===== src/ssr_pkg.sv =====
// Purpose: Shared constants and helpers for the status byte and service request block.
// Assumes: One 10 MHz clock and a synchronous active-high reset that stands for power-on.
// Notes: Bit positions follow the status byte and standard event register layouts.
package ssr_pkg;

  localparam int REG_W = 8;

  // Status summary byte bit positions.
  localparam int SSB_ERR_BIT = 7;
  localparam int SSB_REQ_BIT = 6;
  localparam int SSB_EVT_BIT = 5;
  localparam int SSB_MSG_BIT = 4;
  localparam int SSB_DEV_BIT = 3;

  // Standard event flag bit positions.
  localparam int SEF_PWR_BIT = 7;
  localparam int SEF_USER_BIT = 6;
  localparam int SEF_CMDF_BIT = 5;
  localparam int SEF_EXEF_BIT = 4;
  localparam int SEF_DEVF_BIT = 3;
  localparam int SEF_QRYF_BIT = 2;
  localparam int SEF_CTRL_BIT = 1;
  localparam int SEF_DONE_BIT = 0;

  // Reset values.
  localparam logic [REG_W-1:0] SEF_RESET = 8'h80;
  localparam logic [REG_W-1:0] MASK_RESET = 8'h00;
  localparam logic [REG_W-1:0] ZERO_BYTE = 8'h00;

  // Bits that can be set in each register.
  localparam logic [REG_W-1:0] SSB_USED = 8'hB8;
  localparam logic [REG_W-1:0] SEF_USED = 8'hBD;

  // Answer source selection for the response register.
  typedef enum logic [2:0] {
    RSP_POLL = 3'b000,
    RSP_SSB = 3'b001,
    RSP_ESR = 3'b010,
    RSP_SRE = 3'b011,
    RSP_ESE = 3'b100
  } ssr_rsp_t;

  // True when any bit survives the mask.
  function automatic logic masked_any(input logic [REG_W-1:0] bits,
                                      input logic [REG_W-1:0] mask);
    masked_any = |(bits & mask);
  endfunction : masked_any

endpackage : ssr_pkg


===== src/ssr_evt_if.sv =====
// Purpose: Carries event sets, clears and summary between the core and the event register.
// Assumes: Both ends run on the same clock.
// Notes: Sets are one-cycle pulses per bit; clear is a one-cycle pulse.
`timescale 1ns/1ns
interface ssr_evt_if;
  logic [ssr_pkg::REG_W-1:0] sets;
  logic clear;
  logic [ssr_pkg::REG_W-1:0] mask;
  logic [ssr_pkg::REG_W-1:0] flags;
  logic summary;

  modport core (output sets, output clear, output mask, input flags, input summary);
  modport evreg (input sets, input clear, input mask, output flags, output summary);
endinterface : ssr_evt_if


===== src/ssr_event_reg.sv =====
// Purpose: Standard event flag register with its summary bit.
// Assumes: Reset is power-on.
// Notes: A set arriving with a clear wins, so no event is lost.
`timescale 1ns/1ns
module ssr_event_reg (
  // Clock and reset.
  input wire logic clk,
  input wire logic rst,
  // Link to the core.
  ssr_evt_if.evreg ev
);

  logic [ssr_pkg::REG_W-1:0] flags_ff;
  logic [ssr_pkg::REG_W-1:0] nxt_flags;

  always_comb begin
    nxt_flags = flags_ff;
    if (ev.clear) begin
      nxt_flags = ssr_pkg::ZERO_BYTE;
    end
    // Unused bits never latch.
    nxt_flags = (nxt_flags | ev.sets) & ssr_pkg::SEF_USED;
  end

  always_ff @(posedge clk) begin
    if (rst) begin
      flags_ff <= ssr_pkg::SEF_RESET;
    end else begin
      flags_ff <= nxt_flags;
    end
  end

  assign ev.flags = flags_ff;
  assign ev.summary = ssr_pkg::masked_any(flags_ff, ev.mask);

endmodule : ssr_event_reg


===== src/ssr_status_core.sv =====
// Purpose: Status summary byte, service request and standard event handling.
// Assumes: Command strobes come from a same-clock message decoder, one at a time.
// Notes: SYS_RST stands for power-on; the serial-link select is a pin and is synchronised.
`timescale 1ns/1ns
module ssr_status_core (
  // Clock and reset.
  input wire logic CLK,
  input wire logic SYS_RST,
  // Link selection pin, high while the serial link is in use.
  input wire logic SERIAL_LINK_SEL,
  // Command strobes from the message decoder.
  input wire logic CMD_SERIAL_POLL,
  input wire logic CMD_SSB_QUERY,
  input wire logic CMD_ESR_QUERY,
  input wire logic CMD_SRE_QUERY,
  input wire logic CMD_ESE_QUERY,
  input wire logic CMD_CLEAR_STATUS,
  input wire logic CMD_SRE_WRITE,
  input wire logic CMD_ESE_WRITE,
  input wire logic CMD_OP_DONE,
  input wire logic [ssr_pkg::REG_W-1:0] CMD_DATA,
  // Event sources.
  input wire logic EV_CMD_FAULT,
  input wire logic EV_EXEC_FAULT,
  input wire logic EV_DEVICE_FAULT,
  input wire logic EV_QUERY_FAULT,
  input wire logic EV_POWER_RESTORED,
  input wire logic PRIOR_MSGS_DONE,
  // Status levels.
  input wire logic OUTQ_NOT_EMPTY,
  input wire logic DEVICE_EVENT_SUMMARY,
  input wire logic UNRECOVERABLE_ERR,
  // Answers and controls.
  output logic RSP_VALID,
  output logic [ssr_pkg::REG_W-1:0] RSP_DATA,
  output logic SERVICE_REQUEST,
  output logic OUTQ_CLEAR,
  output logic CMD_DISCARD
);

  ssr_evt_if ev ();

  ssr_event_reg u_event_reg (
    .clk(CLK),
    .rst(SYS_RST),
    .ev(ev.evreg)
  );

  // Synchroniser for the serial-link pin.
  logic serial_meta_ff;
  logic serial_sync_ff;

  always_ff @(posedge CLK) begin
    if (SYS_RST) begin
      serial_meta_ff <= 1'b0;
      serial_sync_ff <= 1'b0;
    end else begin
      serial_meta_ff <= SERIAL_LINK_SEL;
      serial_sync_ff <= serial_meta_ff;
    end
  end

  // Mask registers.
  logic [ssr_pkg::REG_W-1:0] service_request_mask_ff;
  logic [ssr_pkg::REG_W-1:0] standard_event_mask_ff;

  always_ff @(posedge CLK) begin
    if (SYS_RST) begin
      service_request_mask_ff <= ssr_pkg::MASK_RESET;
    end else if (CMD_SRE_WRITE) begin
      service_request_mask_ff <= CMD_DATA;
    end
  end

  always_ff @(posedge CLK) begin
    if (SYS_RST) begin
      standard_event_mask_ff <= ssr_pkg::MASK_RESET;
    end else if (CMD_ESE_WRITE) begin
      standard_event_mask_ff <= CMD_DATA;
    end
  end

  assign ev.mask = standard_event_mask_ff;

  // Operation-complete tracking: the flag waits until earlier messages finish.
  logic done_pending_ff;
  logic done_fire;

  assign done_fire = (done_pending_ff | CMD_OP_DONE) & PRIOR_MSGS_DONE;

  always_ff @(posedge CLK) begin
    if (SYS_RST) begin
      done_pending_ff <= 1'b0;
    end else if (done_fire) begin
      done_pending_ff <= 1'b0;
    end else if (CMD_OP_DONE) begin
      done_pending_ff <= 1'b1;
    end
  end

  // Event set pulses into the standard event flags.
  logic [ssr_pkg::REG_W-1:0] nxt_sets;

  always_comb begin
    nxt_sets = ssr_pkg::ZERO_BYTE;
    nxt_sets[ssr_pkg::SEF_PWR_BIT] = EV_POWER_RESTORED;
    nxt_sets[ssr_pkg::SEF_CMDF_BIT] = EV_CMD_FAULT;
    nxt_sets[ssr_pkg::SEF_EXEF_BIT] = EV_EXEC_FAULT;
    nxt_sets[ssr_pkg::SEF_DEVF_BIT] = EV_DEVICE_FAULT;
    nxt_sets[ssr_pkg::SEF_QRYF_BIT] = EV_QUERY_FAULT;
    nxt_sets[ssr_pkg::SEF_DONE_BIT] = done_fire;
  end

  assign ev.sets = nxt_sets;
  // The flags are cleared by the clear command and by reading them.
  assign ev.clear = CMD_CLEAR_STATUS | CMD_ESR_QUERY;

  // Side effects of faults towards the message path.
  logic outq_clear_ff;
  logic cmd_discard_ff;

  always_ff @(posedge CLK) begin
    if (SYS_RST) begin
      outq_clear_ff <= 1'b0;
    end else begin
      outq_clear_ff <= EV_QUERY_FAULT;
    end
  end

  always_ff @(posedge CLK) begin
    if (SYS_RST) begin
      cmd_discard_ff <= 1'b0;
    end else begin
      cmd_discard_ff <= EV_CMD_FAULT;
    end
  end

  assign OUTQ_CLEAR = outq_clear_ff;
  assign CMD_DISCARD = cmd_discard_ff;

  // Status summary byte without bit 6.
  logic [ssr_pkg::REG_W-1:0] ssb_bits;

  always_comb begin
    ssb_bits = ssr_pkg::ZERO_BYTE;
    ssb_bits[ssr_pkg::SSB_ERR_BIT] = UNRECOVERABLE_ERR;
    ssb_bits[ssr_pkg::SSB_EVT_BIT] = ev.summary;
    // Message available is suppressed on the serial link.
    ssb_bits[ssr_pkg::SSB_MSG_BIT] = OUTQ_NOT_EMPTY & ~serial_sync_ff;
    ssb_bits[ssr_pkg::SSB_DEV_BIT] = DEVICE_EVENT_SUMMARY;
  end

  // Master summary and request detection.
  logic [ssr_pkg::REG_W-1:0] enabled_bits;
  logic [ssr_pkg::REG_W-1:0] enabled_prev_ff;
  logic master_summary_bit;
  logic request_rise;

  assign enabled_bits = ssb_bits & service_request_mask_ff & ssr_pkg::SSB_USED;
  // Bit 6 of the mask is ignored because SSB_USED excludes it.
  assign master_summary_bit = ssr_pkg::masked_any(ssb_bits,
                                                  service_request_mask_ff & ssr_pkg::SSB_USED);
  assign request_rise = |(enabled_bits & ~enabled_prev_ff);

  always_ff @(posedge CLK) begin
    if (SYS_RST) begin
      enabled_prev_ff <= ssr_pkg::ZERO_BYTE;
    end else begin
      enabled_prev_ff <= enabled_bits;
    end
  end

  // Request-service bit, which is also the service request line.
  logic request_service_bit_ff;

  always_ff @(posedge CLK) begin
    if (SYS_RST) begin
      request_service_bit_ff <= 1'b0;
    end else if (request_rise) begin
      request_service_bit_ff <= 1'b1;
    end else if (CMD_SERIAL_POLL | CMD_CLEAR_STATUS) begin
      request_service_bit_ff <= 1'b0;
    end
  end

  assign SERVICE_REQUEST = request_service_bit_ff;

  // Answer selection.
  logic rsp_req;
  ssr_pkg::ssr_rsp_t rsp_sel;

  assign rsp_req = CMD_SERIAL_POLL | CMD_SSB_QUERY | CMD_ESR_QUERY |
                   CMD_SRE_QUERY | CMD_ESE_QUERY;

  always_comb begin
    if (CMD_SERIAL_POLL) begin
      rsp_sel = ssr_pkg::RSP_POLL;
    end else if (CMD_SSB_QUERY) begin
      rsp_sel = ssr_pkg::RSP_SSB;
    end else if (CMD_ESR_QUERY) begin
      rsp_sel = ssr_pkg::RSP_ESR;
    end else if (CMD_SRE_QUERY) begin
      rsp_sel = ssr_pkg::RSP_SRE;
    end else begin
      rsp_sel = ssr_pkg::RSP_ESE;
    end
  end

  logic [ssr_pkg::REG_W-1:0] nxt_rsp_data;

  always_comb begin
    nxt_rsp_data = ssb_bits;
    case (rsp_sel)
      ssr_pkg::RSP_POLL: begin
        // Poll returns the request bit as it stands before it is cleared.
        nxt_rsp_data[ssr_pkg::SSB_REQ_BIT] = request_service_bit_ff;
      end
      ssr_pkg::RSP_SSB: begin
        nxt_rsp_data[ssr_pkg::SSB_REQ_BIT] = master_summary_bit;
      end
      ssr_pkg::RSP_ESR: begin
        nxt_rsp_data = ev.flags;
      end
      ssr_pkg::RSP_SRE: begin
        nxt_rsp_data = service_request_mask_ff;
      end
      default: begin
        nxt_rsp_data = standard_event_mask_ff;
      end
    endcase
  end

  logic rsp_valid_ff;
  logic [ssr_pkg::REG_W-1:0] rsp_data_ff;

  always_ff @(posedge CLK) begin
    if (SYS_RST) begin
      rsp_valid_ff <= 1'b0;
    end else begin
      rsp_valid_ff <= rsp_req;
    end
  end

  always_ff @(posedge CLK) begin
    if (SYS_RST) begin
      rsp_data_ff <= ssr_pkg::ZERO_BYTE;
    end else if (rsp_req) begin
      rsp_data_ff <= nxt_rsp_data;
    end
  end

  assign RSP_VALID = rsp_valid_ff;
  assign RSP_DATA = rsp_data_ff;

endmodule : ssr_status_core


===== config.mk =====
export PLATFORM = sky130hd
export DESIGN_NAME = ssr_status_core
export DESIGN_NICKNAME = d
export VERILOG_FILES = /design/src/ssr_pkg.sv /design/src/ssr_evt_if.sv /design/src/ssr_event_reg.sv /design/src/ssr_status_core.sv
export SDC_FILE = /design/constraint.sdc
export NUM_CORES = 1
export LEC_CHECK = 0
export ABC_AREA = 1
export ABC_CLOCK_PERIOD_IN_PS = 1390
export BUFFER_PORTS_ARGS = -buffer_cell sky130_fd_sc_hd__buf_2
export CORE_MARGIN = 2
export CORE_UTILIZATION = 30
export CTS_CLUSTER_DIAMETER = 120
export DETAILED_ROUTE_END_ITERATION = 10
export GPL_TIMING_DRIVEN = 0
export PLACE_DENSITY_LB_ADDON = 0.2
export SKIP_LAST_GASP = 1
export SLEW_MARGIN = 20
export SYNTH_ARGS = -nofsm -noshare
export SYNTH_HDL_FRONTEND = slang
export SYNTH_SLANG_ARGS = --single-unit

===== constraint.sdc =====
create_clock -name CLK -period 1.39 [get_ports CLK]
set_clock_uncertainty 0.05 [all_clocks]
set_input_delay 0.0695 -clock CLK [delete_from_list [all_inputs] [get_ports CLK]]
set_output_delay 0.0695 -clock CLK [all_outputs]
set_load 0.01 [all_outputs]

==> results.md, run 1 <==
- Post-cts sizing count: 0
- Fin Setup TNS: 0 ps
- DR iter-0 viols: 27
- Crit path kind: input pin to flop
- Final hold vios: 0
- Fin crit period: 1260 ps
- GR Util All Layers: 0.141
- Critical Path AT: 1440 ps
- RSZ-0062 raised after global routing: no
- Hold_ws: 32.0 ps
- Core region area: 5200 µm²
- Drc violations: 0
- Vias: 1524
- Syn Area/Cell: 7.43 µm²
- Worst Path Max Fanout: 2
- Congestion Overflow GR: 0
- Filler Cell Count: 552
- DR vias/cell: 4.29
- Worst Path Required: 1570 ps
- Site row count: 26
- IR drop worst, VDD: 0.550 mV
- Comb power frac: 0.132
- Initial core utilization: 0.315
- Number of max-cap violations: 0
- Post-synth net total: 250
- Area Growth Syn to Fin: 32.3%
- CTS H-tree lvls: 2
- Sequential fraction of the synthesis area: 0.500
- Number of global-route vias before repair: 1442
- Outcome: complete, no violations
- Critical Path Start Type: input pin
- # IOs: 41
- Clk pin slew, worst setup/hold paths: 70 ps
- CTS sink count: 41
- Final Max Slew Viols: 0
- Flop pwr share: 0.554
- Die height: 78.0 µm
- Diode count: 0
- Sw frac: 0.257
- Worst setup EP type: flop
- Setup repair bufs after CTS: 0
- Yosys warns: 0
- Internal power: 1.73 mW
- Nets: 313
- GP Congestion: 0.725
- HPWL after DPL: 3050 µm
- Maximum clock frequency: 0.791 GHz
- Synth unique cells: 24
- Slew @ Worst Pin: 490 ps
- CTS tree: done
- Wire per inst: 11.6 µm
- Deepest clock path buffer count: 2
- Sw Pwr: 0.599 mW
- CTS Buf Count: 5
- Rel. slew slack: 0.672
- Wirelength, routed: 4100 µm
- Die area: 6080 µm²
- Global-route wire length before repair: 6720 µm
- Layout cells sized above 1: 0.193
- Hold Path Class: input pin to flop
- Post-synthesis register bit count: 41
- Root buf cell: clkbuf_8
- Antenna viol nets, final: 0
- Final count of negative-setup-slack endpoints: 0
- DIE WIDTH: 78.0 µm
- Post-Syn Area: 1640 µm²
- DRT Pass-1 Iters: 4
- Initial antenna violation count: 0
- Mapped Cells: 221
- Power density over cell area: 1070 nW/µm²
- Final core occ: 0.417
- Leakage: 1.03 nW
- Crit share post-route: 0.909
- Largest net degree at the start of global routing: 13
- Clock latency on the worst-skew pair: 280 ps
- Clock share of power: 0.314
- Port Buf Inserts: 40
worst paths after layout:
check | from | endpoint | slack, ps | cells after the start
hold reg to reg | serial_meta_ff$_SDFF_PP0_ | serial_sync_ff$_SDFF_PP0_ | 360 | 2
hold / removal | DEVICE_EVENT_SUMMARY | enabled_prev_ff[3]$_SDFF_PP0_ | 30 | 3
setup reg to reg | u_event_reg.ev.flags[3]$_SDFF_PP0_ | SERVICE_REQUEST$_SDFFE_PP0P_ | 160 | 7
setup / recovery | PRIOR_MSGS_DONE | done_pending_ff$_SDFFE_PP0P_ | 130 | 4
cells by family after synthesis:
kind of cell | Yosys count | share of synthesized area
DFF | 41 | 0.500
and+or+nand+nor | 101 | 0.270
buffers and inverters | 29 | 0.0671
AOI/OAI and AO/OA | 50 | 0.163
timing repair:
| action | 4_1_cts | 5_1_grt |
|---|---|---|
| endpoints found under the hold margin | 22 | 0 |
| setup endpoints to repair | 0 | 0 |
| hold buffers | 16 | 0 |
Yosys cell counts:
library cell	n	area (µm²)
o21ai_1	1	5.00
nor2_8	1	20.0
or2_2	1	6.26
clkbuf_1	3	11.3
a41oi_1	1	8.76
inv_1	22	82.6
o2bb2ai_1	2	17.5
nand3_1	5	25.0
a21oi_1	18	90.1
o211ai_1	1	7.51
nor2_1	45	169
nor3b_1	1	7.51
nand2_4	2	22.5
buf_1	1	3.75
nor3_1	2	10.0
nand2_1	41	154
nand2_2	1	6.26
o22ai_1	1	6.26
nor2_4	2	22.5
o21ai_0	24	120
clkinv_2	1	5.00
a31oi_1	2	12.5
dfxtp_1	41	821
clkinv_1	2	7.51
cells in the final DEF (no fill, tap or decap), types with 2 or more instances in the layout:
cell,n
a21oi_1,18
a31oi_1,2
buf_2,40
clkbuf_1,4
clkbuf_8,5
clkinv_1,2
clkinv_2,3
dfxtp_1,41
dlygate4sd3_1,16
inv_1,22
nand2_1,41
nand2_4,2
nand3_1,5
nor2_1,45
nor2_4,2
nor3_1,2
o21ai_0,24
o2bb2ai_1,2
per-layer routing:
layer | wire, µm | vias up | global-route usage
met1 | 2090 | 649 | 0.188
met5 | 0 | - | 0
met3 | 203 | 5 | 0.0360
met2 | 1770 | 40 | 0.223
li1 | - | 830 | -
met4 | 31 | 0 | 0.0474
worst max-delay path: stages:
cell           delay (ps)
dlygate4sd3_1         530
buf_2                 130
nor3_1                160
dlygate4sd3_1         560
power by group through the flow:
stage                     sequential (mW)  clock [mW]  combinational, mW
after detailed placement             1.32           0              0.276
after global routing                 1.30       0.811              0.349
after floorplan                      1.31           0              0.153
final                                1.29       0.732              0.308
after CTS                            1.29       0.760              0.311
after global placement               1.32           0              0.274
metrics by stage:
| step | cells | power (mW) | worst slack, ps | instance area [µm²] |
|---|---|---|---|---|
| after detailed placement | 331 | 1.59 | 134 | 1930 |
| after CTS | 355 | 2.36 | 136 | 2170 |
| after global routing | 355 | 2.46 | 33.5 | 2170 |
| after global placement | 331 | 1.59 | 119 | 1930 |
| after floorplan | 221 | 1.47 | 322 | 1640 |
| final | 355 | 2.33 | 126 | 2170 |
sequential cells by signal, indices dropped and copies added, names as in the netlist:
register and count:
RSP_DATA 8, ev.mask 8, service_request_mask_ff 8, u_event_reg.ev.flags 6, enabled_prev_ff 4, CMD_DISCARD 1, OUTQ_CLEAR 1, RSP_VALID 1
SERVICE_REQUEST 1, done_pending_ff 1, serial_meta_ff 1, serial_sync_ff 1
area by class of cell:
type / count / area, µm² / area share
sequential: 41 / 821 / 0.378
multi-input combinational: 151 / 711 / 0.327
timing repair buffer: 56 / 360 / 0.166
inverter: 25 / 95.1 / 0.0438
tap: 70 / 87.6 / 0.0403
clock buffer: 6 / 72.6 / 0.0334
buffer: 4 / 15.0 / 0.00691
clock inverter: 2 / 10.0 / 0.00461
Power figures use the tool's default switching activity.
==> run 2: changes to the inputs <==
--- a/config.mk
+++ b/config.mk
@@ -7,11 +7,11 @@
 export LEC_CHECK = 0
 export ABC_AREA = 1
 export ABC_CLOCK_PERIOD_IN_PS = 1390
-export BUFFER_PORTS_ARGS = -buffer_cell sky130_fd_sc_hd__buf_2
 export CORE_MARGIN = 2
 export CORE_UTILIZATION = 30
 export CTS_CLUSTER_DIAMETER = 120
 export DETAILED_ROUTE_END_ITERATION = 10
+export DONT_BUFFER_PORTS = 1
 export GPL_TIMING_DRIVEN = 0
 export PLACE_DENSITY_LB_ADDON = 0.2
 export SKIP_LAST_GASP = 1
==> results.md, run 2 (synthesis results as in run 1) <==
- # IOs: 41 (unchanged)
- Placed cell area: 1730 µm² (-10%)
- Power density over cell area: 1100 nW/µm² (+2.5%)
- CTS H-tree lvls: 2 (unchanged)
- Number of max-cap violations: 0 (unchanged)
- CP max stage delay: 560 ps (about the same)
- Die height: 78.0 µm (unchanged)
- Critical Path Start Type: flop
- DIE WIDTH: 78.0 µm (unchanged)
- Clock latency on the worst-skew pair: 290 ps (about the same)
- Initial antenna violation count: 0 (unchanged)
- Die area: 6080 µm² (unchanged)
- CP max stage cell: dlygate4sd3_1
- Vias: 1550 (+1.7%)
- DRT Pass-1 Iters: 4 (unchanged)
- Leakage: 0.963 nW (-6.6%)
- Outcome: complete, no violations
- WP buf/inv: 1 (-2)
- Worst setup EP type: flop
- RSZ-0062 raised after global routing: no
- Clk pin slew, worst setup/hold paths: 80 ps (about the same)
- Worst Path Required: 1520 ps (-50 ps)
- Worst Path Max Fanout: 3 (+1)
- Rel. slew slack: 0.649 (-0.0229)
- Nets: 296 (-5.4%)
- CTS Buf Count: 5 (unchanged)
- CTS sink count: 41 (unchanged)
- Wirelength, routed: 4480 µm (+9.3%)
- Number of global-route vias before repair: 1609 (+12%)
- Port Buf Inserts: 0 (-100%)
- Final Max Slew Viols: 0 (unchanged)
- Area Growth Syn to Fin: 35.3%
- Post-cts sizing count: 0 (unchanged)
- HPWL after DPL: 3080 µm (+0.96%)
- Final count of negative-setup-slack endpoints: 0 (unchanged)
- Most common library cell in the layout ignoring fill and taps: nor2_1
- Root buf cell: clkbuf_8
- GP Congestion: 0.738 (+1.8%)
- Site row count: 26 (unchanged)
- Drc violations: 0 (unchanged)
- IR drop worst, VDD: 0.492 mV (-11%)
- Crit share post-route: 0.943 (+0.0342)
- Crit path kind: flop to flop
- Maximum clock frequency: 0.763 GHz (-3.6%)
- Core region area: 5200 µm² (unchanged)
- Initial core utilization: 0.315 (unchanged)
- Final Total Pwr: 2.44 mW (+4.8%)
- Largest net degree at the start of global routing: 13 (unchanged)
- Fin crit period: 1310 ps (+47.6 ps)
- Diode count: 0 (unchanged)
- Wire per inst: 13.3 µm (+15%)
- Design area: 2220 µm² (+2.2%)
- Deepest clock path buffer count: 2 (unchanged)
- Antenna viol nets, final: 0 (unchanged)
- CTS tree: done
- Hold Path Class: input pin to flop
- Critical-path cell list: o21ai_0, nor2_1, dlygate4sd3_1
- Fin Setup TNS: 0 ps (unchanged)
- Hold_ws: 1.66 ps (-30.4 ps)
- Slew @ Worst Pin: 526 ps (+36.1 ps)
- Highest-count cells in the layout ignoring fill and taps: nor2_1, dfxtp_1, nand2_1
- GR Util All Layers: 0.160 (+0.0180)
- Crit path max-delay family: buffers and inverters
- DR iter-0 viols: 41 (+52%)
- Setup repair bufs after CTS: 0 (unchanged)
- Layout cells sized above 1: 0.0597 (-0.133)
- Critical Path AT: 1440 ps (about the same)
- Congestion Overflow GR: 0 (unchanged)
- Global-route wire length before repair: 7480 µm (+11%)
- Final hold vios: 0 (unchanged)
- DR vias/cell: 4.59 (+6.8%)
run 2: cell count changes in the layout (fill, tap and decap cells not counted), sizes merged:
cell         before  now
clkinv            5    4
buf              41    1
dlygate4sd3      16   39
clkbuf            9   10
run 2: tightest hold or removal path: stages:
cell and delay, ps:
nor2_8 40, nand2_4 70, nand2_1 60, inv_1 70
run 2: worst paths after layout:
check | depth (start not counted) | to | from | slack, ps
setup / recovery | 3 | ev.mask[3]$_SDFFE_PP0P_ | ev.mask[3]$_SDFFE_PP0P_ | 80
hold / removal | 4 | RSP_VALID$_SDFF_PP0_ | CMD_SRE_QUERY | 2
hold reg to reg | 2 | serial_sync_ff$_SDFF_PP0_ | serial_meta_ff$_SDFF_PP0_ | 360
setup reg to reg | 3 | ev.mask[3]$_SDFFE_PP0P_ | ev.mask[3]$_SDFFE_PP0P_ | 80
run 2: final cells by class:
cell class,count,area (µm²)
inverters,25,95.1
repair buffers,39,390
clock inverters,1,5.00
flip-flops and latches,41,821
plain buffers,4,15.0
well taps,70,87.6
fillers,576,2980
multi-input cells,151,711
clock buffers,7,96.3
run 2: power breakdown:
group | total [mW] | leakage (nW) | internal, mW | switching (mW)
clock network | 0.856 | 0.0542 | 0.449 | 0.407
registers | 1.31 | 0.339 | 1.25 | 0.0606
logic | 0.280 | 0.569 | 0.137 | 0.143
run 2: per-stage QoR:
stage               cells  worst slack, ps  utilization
CTS                   335             25.3        0.421
detailed placement    291              151        0.332
floorplan             221              322            -
global route          338             3.78        0.427
global placement      291              171        0.332
finish                338             78.9        0.427
run 2: repair_timing:
| item | in CTS | in global routing |
|---|---|---|
| hold buffers | 36 | 4 |
| endpoints found under the setup margin | 0 | 7 |
| endpoints found under the hold margin | 37 | 3 |
run 2: routing by layer:
metal  up-vias  share of wire  global-route usage
met5         -              0                   0
met1       707           0.49               0.198
met3        10          0.040              0.0407
li1        799              -                   -
met4         0          0.021              0.0719
met2        34           0.45               0.259
==> run 3: changes to the inputs <==
--- a/config.mk
+++ b/config.mk
@@ -7,6 +7,7 @@
 export LEC_CHECK = 0
 export ABC_AREA = 1
 export ABC_CLOCK_PERIOD_IN_PS = 1390
+export CORE_ASPECT_RATIO = 1.25
 export CORE_MARGIN = 2
 export CORE_UTILIZATION = 30
 export CTS_CLUSTER_DIAMETER = 120
==> results.md, run 3 (synthesis results as in run 1) <==
- CP max stage delay: 590 ps (+30 ps)
- Port Buf Inserts: 0 (unchanged)
- Worst Path Required: 1560 ps (+40 ps)
- Setup repair bufs after CTS: 0 (unchanged)
- Failing checks: negative hold slack
- Hold_ws: -20.5 ps (-22.1 ps)
- HPWL after DPL: 3130 µm (+1.7%)
- Sw frac: 0.237 (-0.0131)
- # IOs: 41 (unchanged)
- Wirelength, routed: 4430 µm (-1.2%)
- Rel. slew slack: 0.650 (+0.00112)
- RSZ-0062 raised after global routing: no
- Worst setup EP type: flop
- Fin Setup TNS: 0 ps (unchanged)
- Number of global-route vias before repair: 1539 (-4.4%)
- CP max stage cell: dlygate4sd3_1
- GP Congestion: 0.756 (+2.4%)
- CTS tree: done
- GR Util All Layers: 0.153 (-0.00654)
- DIE WIDTH: 70.2 µm (-10%)
- Inst Count DP: 285 (-2.1%)
- DR iter-0 viols: 100 (+140%)
- Largest net degree at the start of global routing: 13 (unchanged)
- Multi-input logic area: 711 µm² (unchanged)
- CTS sink count: 41 (unchanged)
- Final hold vios: 1 (+1)
- Filler Cell Count: 598 (+3.8%)
- Critical-path cell list: dlygate4sd3_1, nand3_1, dlygate4sd3_1, a31oi_1
- Highest-count cells in the layout ignoring fill and taps: nor2_1, nand2_1, dfxtp_1
- Most common library cell in the layout ignoring fill and taps: nor2_1
- Global-route wire length before repair: 7250 µm (-3.0%)
- Crit share post-route: 0.941 (-0.00240)
- Wire per inst: 13.6 µm (+2.5%)
- WP buf/inv: 2 (+1)
- Outcome: complete, but fails checks
- Layout cells sized above 1: 0.0649 (+0.00518)
- Die height: 86.7 µm (+11%)
- Register area: 823 µm² (+0.30%)
- Clk pin slew, worst setup/hold paths: 80 ps (about the same)
- Congestion Overflow GR: 0 (unchanged)
- Leakage: 0.950 nW (-1.3%)
- Worst Slack Setup Final: 82.2 ps (+3.34 ps)
- Maximum clock frequency: 0.765 GHz (+0.26%)
- Initial antenna violation count: 0 (unchanged)
- Sw Pwr: 0.609 mW (-0.28%)
- Internal power: 1.96 mW (+7.1%)
- Antenna viol nets, final: 0 (unchanged)
- Fin crit period: 1310 ps (-3.34 ps)
- Flop pwr share: 0.507 (-0.028)
- Power density over cell area: 1180 nW/µm² (+7.7%)
- Worst Path Max Fanout: 3 (unchanged)
- Die area: 6080 µm² (about the same)
- Fin cells: 326 (-3.6%)
- Root buf cell: clkbuf_8
- Critical Path Start Type: input pin
- Nets: 290 (-2.0%)
- Final Total Pwr: 2.57 mW (+5.2%)
- Slew @ Worst Pin: 523 ps (-3.61 ps)
- Crit path kind: input pin to flop
- DRT Pass-1 Iters: 4 (unchanged)
- CTS H-tree lvls: 2 (unchanged)
- Deepest clock path buffer count: 2 (unchanged)
- Core region area: 5370 µm² (+3.1%)
- IR drop worst, VDD: 0.457 mV (-7.1%)
- Vias: 1488 (-4.0%)
- Clock latency on the worst-skew pair: 290 ps (about the same)
- Post-place setup slack: 158 ps (+7.33 ps)
- CTS Buf Count: 5 (unchanged)
- DR vias/cell: 4.56 (-0.47%)
- Number of max-cap violations: 0 (unchanged)
- Final Max Slew Viols: 0 (unchanged)
- Comb power frac: 0.106 (-0.009)
- Crit path max-delay family: buffers and inverters
- Final count of negative-setup-slack endpoints: 0 (unchanged)
- Site row count: 30 (+15%)
- Diode count: 0 (unchanged)
- Drc violations: 0 (unchanged)
- Hold Path Class: input pin to flop
- Area Growth Syn to Fin: 32.2%
- Most used cell, CP: dlygate4sd3_1
- Initial core utilization: 0.306 (-0.00956)
- Clock share of power: 0.387 (+0.036)
- Critical Path AT: 1480 ps (+40 ps)
==> run 3: cell count changes in the layout (fill, tap and decap cells not counted) <==
cell,delta
dfxtp_1,-2
dfxtp_2,+2
dlygate4sd3_1,-6
clkbuf_1,+1
clkbuf_8,-1
clkinv_2,-1
bufinv_16,+1
==> run 3: area by class of cell <==
| cell class | count | share of cell area |
|---|---|---|
| plain buffers | 4 | 0.00692 |
| clock inverters | 1 | 0.0138 |
| clock buffers | 7 | 0.0398 |
| inverters | 25 | 0.0438 |
| multi-input cells | 151 | 0.327 |
| flip-flops and latches | 41 | 0.379 |
| well taps | 64 | 0.0369 |
| repair buffers | 33 | 0.152 |
==> run 3: metal layers <==
metal,part of all wire,vias to the layer above,GRT usage,routed length [µm]
li1,-,786,-,-
met1,0.42,664,0.168,1860
met2,0.52,33,0.290,2290
met3,0.051,5,0.0395,224
met4,0.013,0,0.0420,59
met5,0,-,0,0
==> run 3: repair_timing <==
action                                  CTS  global route
endpoints found under the hold margin    36             0
endpoints found under the setup margin    0             1
resized for setup                         0             2
hold buffers                             34             0
==> run 3: worst reg2reg max path, delay by kind of cell, from the launching register on <==
| family | cells | cell delay, ps |
|---|---|---|
| compound gates | 1 | 160 |
| buf+inv | 1 | 570 |
| simple gates | 1 | 80 |
| flops | 1 | 360 |
==> run 3: final timing paths <==
| path | from | end | slack, ps | cells past startpoint |
|---|---|---|---|---|
| worst max register to register | ev.mask[7]$_SDFFE_PP0P_ | RSP_DATA[7]$_SDFFE_PP0P_ | 100 | 3 |
| worst max-delay path | CMD_ESE_QUERY | RSP_DATA[7]$_SDFFE_PP0P_ | 80 | 4 |
| worst min register to register | serial_meta_ff$_SDFF_PP0_ | serial_sync_ff$_SDFF_PP0_ | 360 | 2 |
| worst min-delay path | CMD_SRE_QUERY | RSP_DATA[0]$_SDFFE_PP0P_ | -20 | 3 |
==> run 3: power groups by stage <==
stage / clock, mW / sequential (mW) / combinational, mW
finish: 0.995 / 1.30 / 0.273
global route: 1.06 / 1.31 / 0.310
CTS: 1.02 / 1.30 / 0.276
detailed placement: 0 / 1.33 / 0.194
global placement: 0 / 1.33 / 0.192
floorplan: 0 / 1.31 / 0.153
==> run 3: through the flow <==
stage | util | instance area, µm² | hold slack, ps
2_1_floorplan | - | 1640 | 98.8
4_1_cts | 0.406 | 2180 | 5.68
5_1_grt | 0.404 | 2170 | 26.8
3_5_place_dp | 0.321 | 1720 | 103
6_report | 0.404 | 2170 | -20.5
3_3_place_gp | 0.321 | 1720 | 102
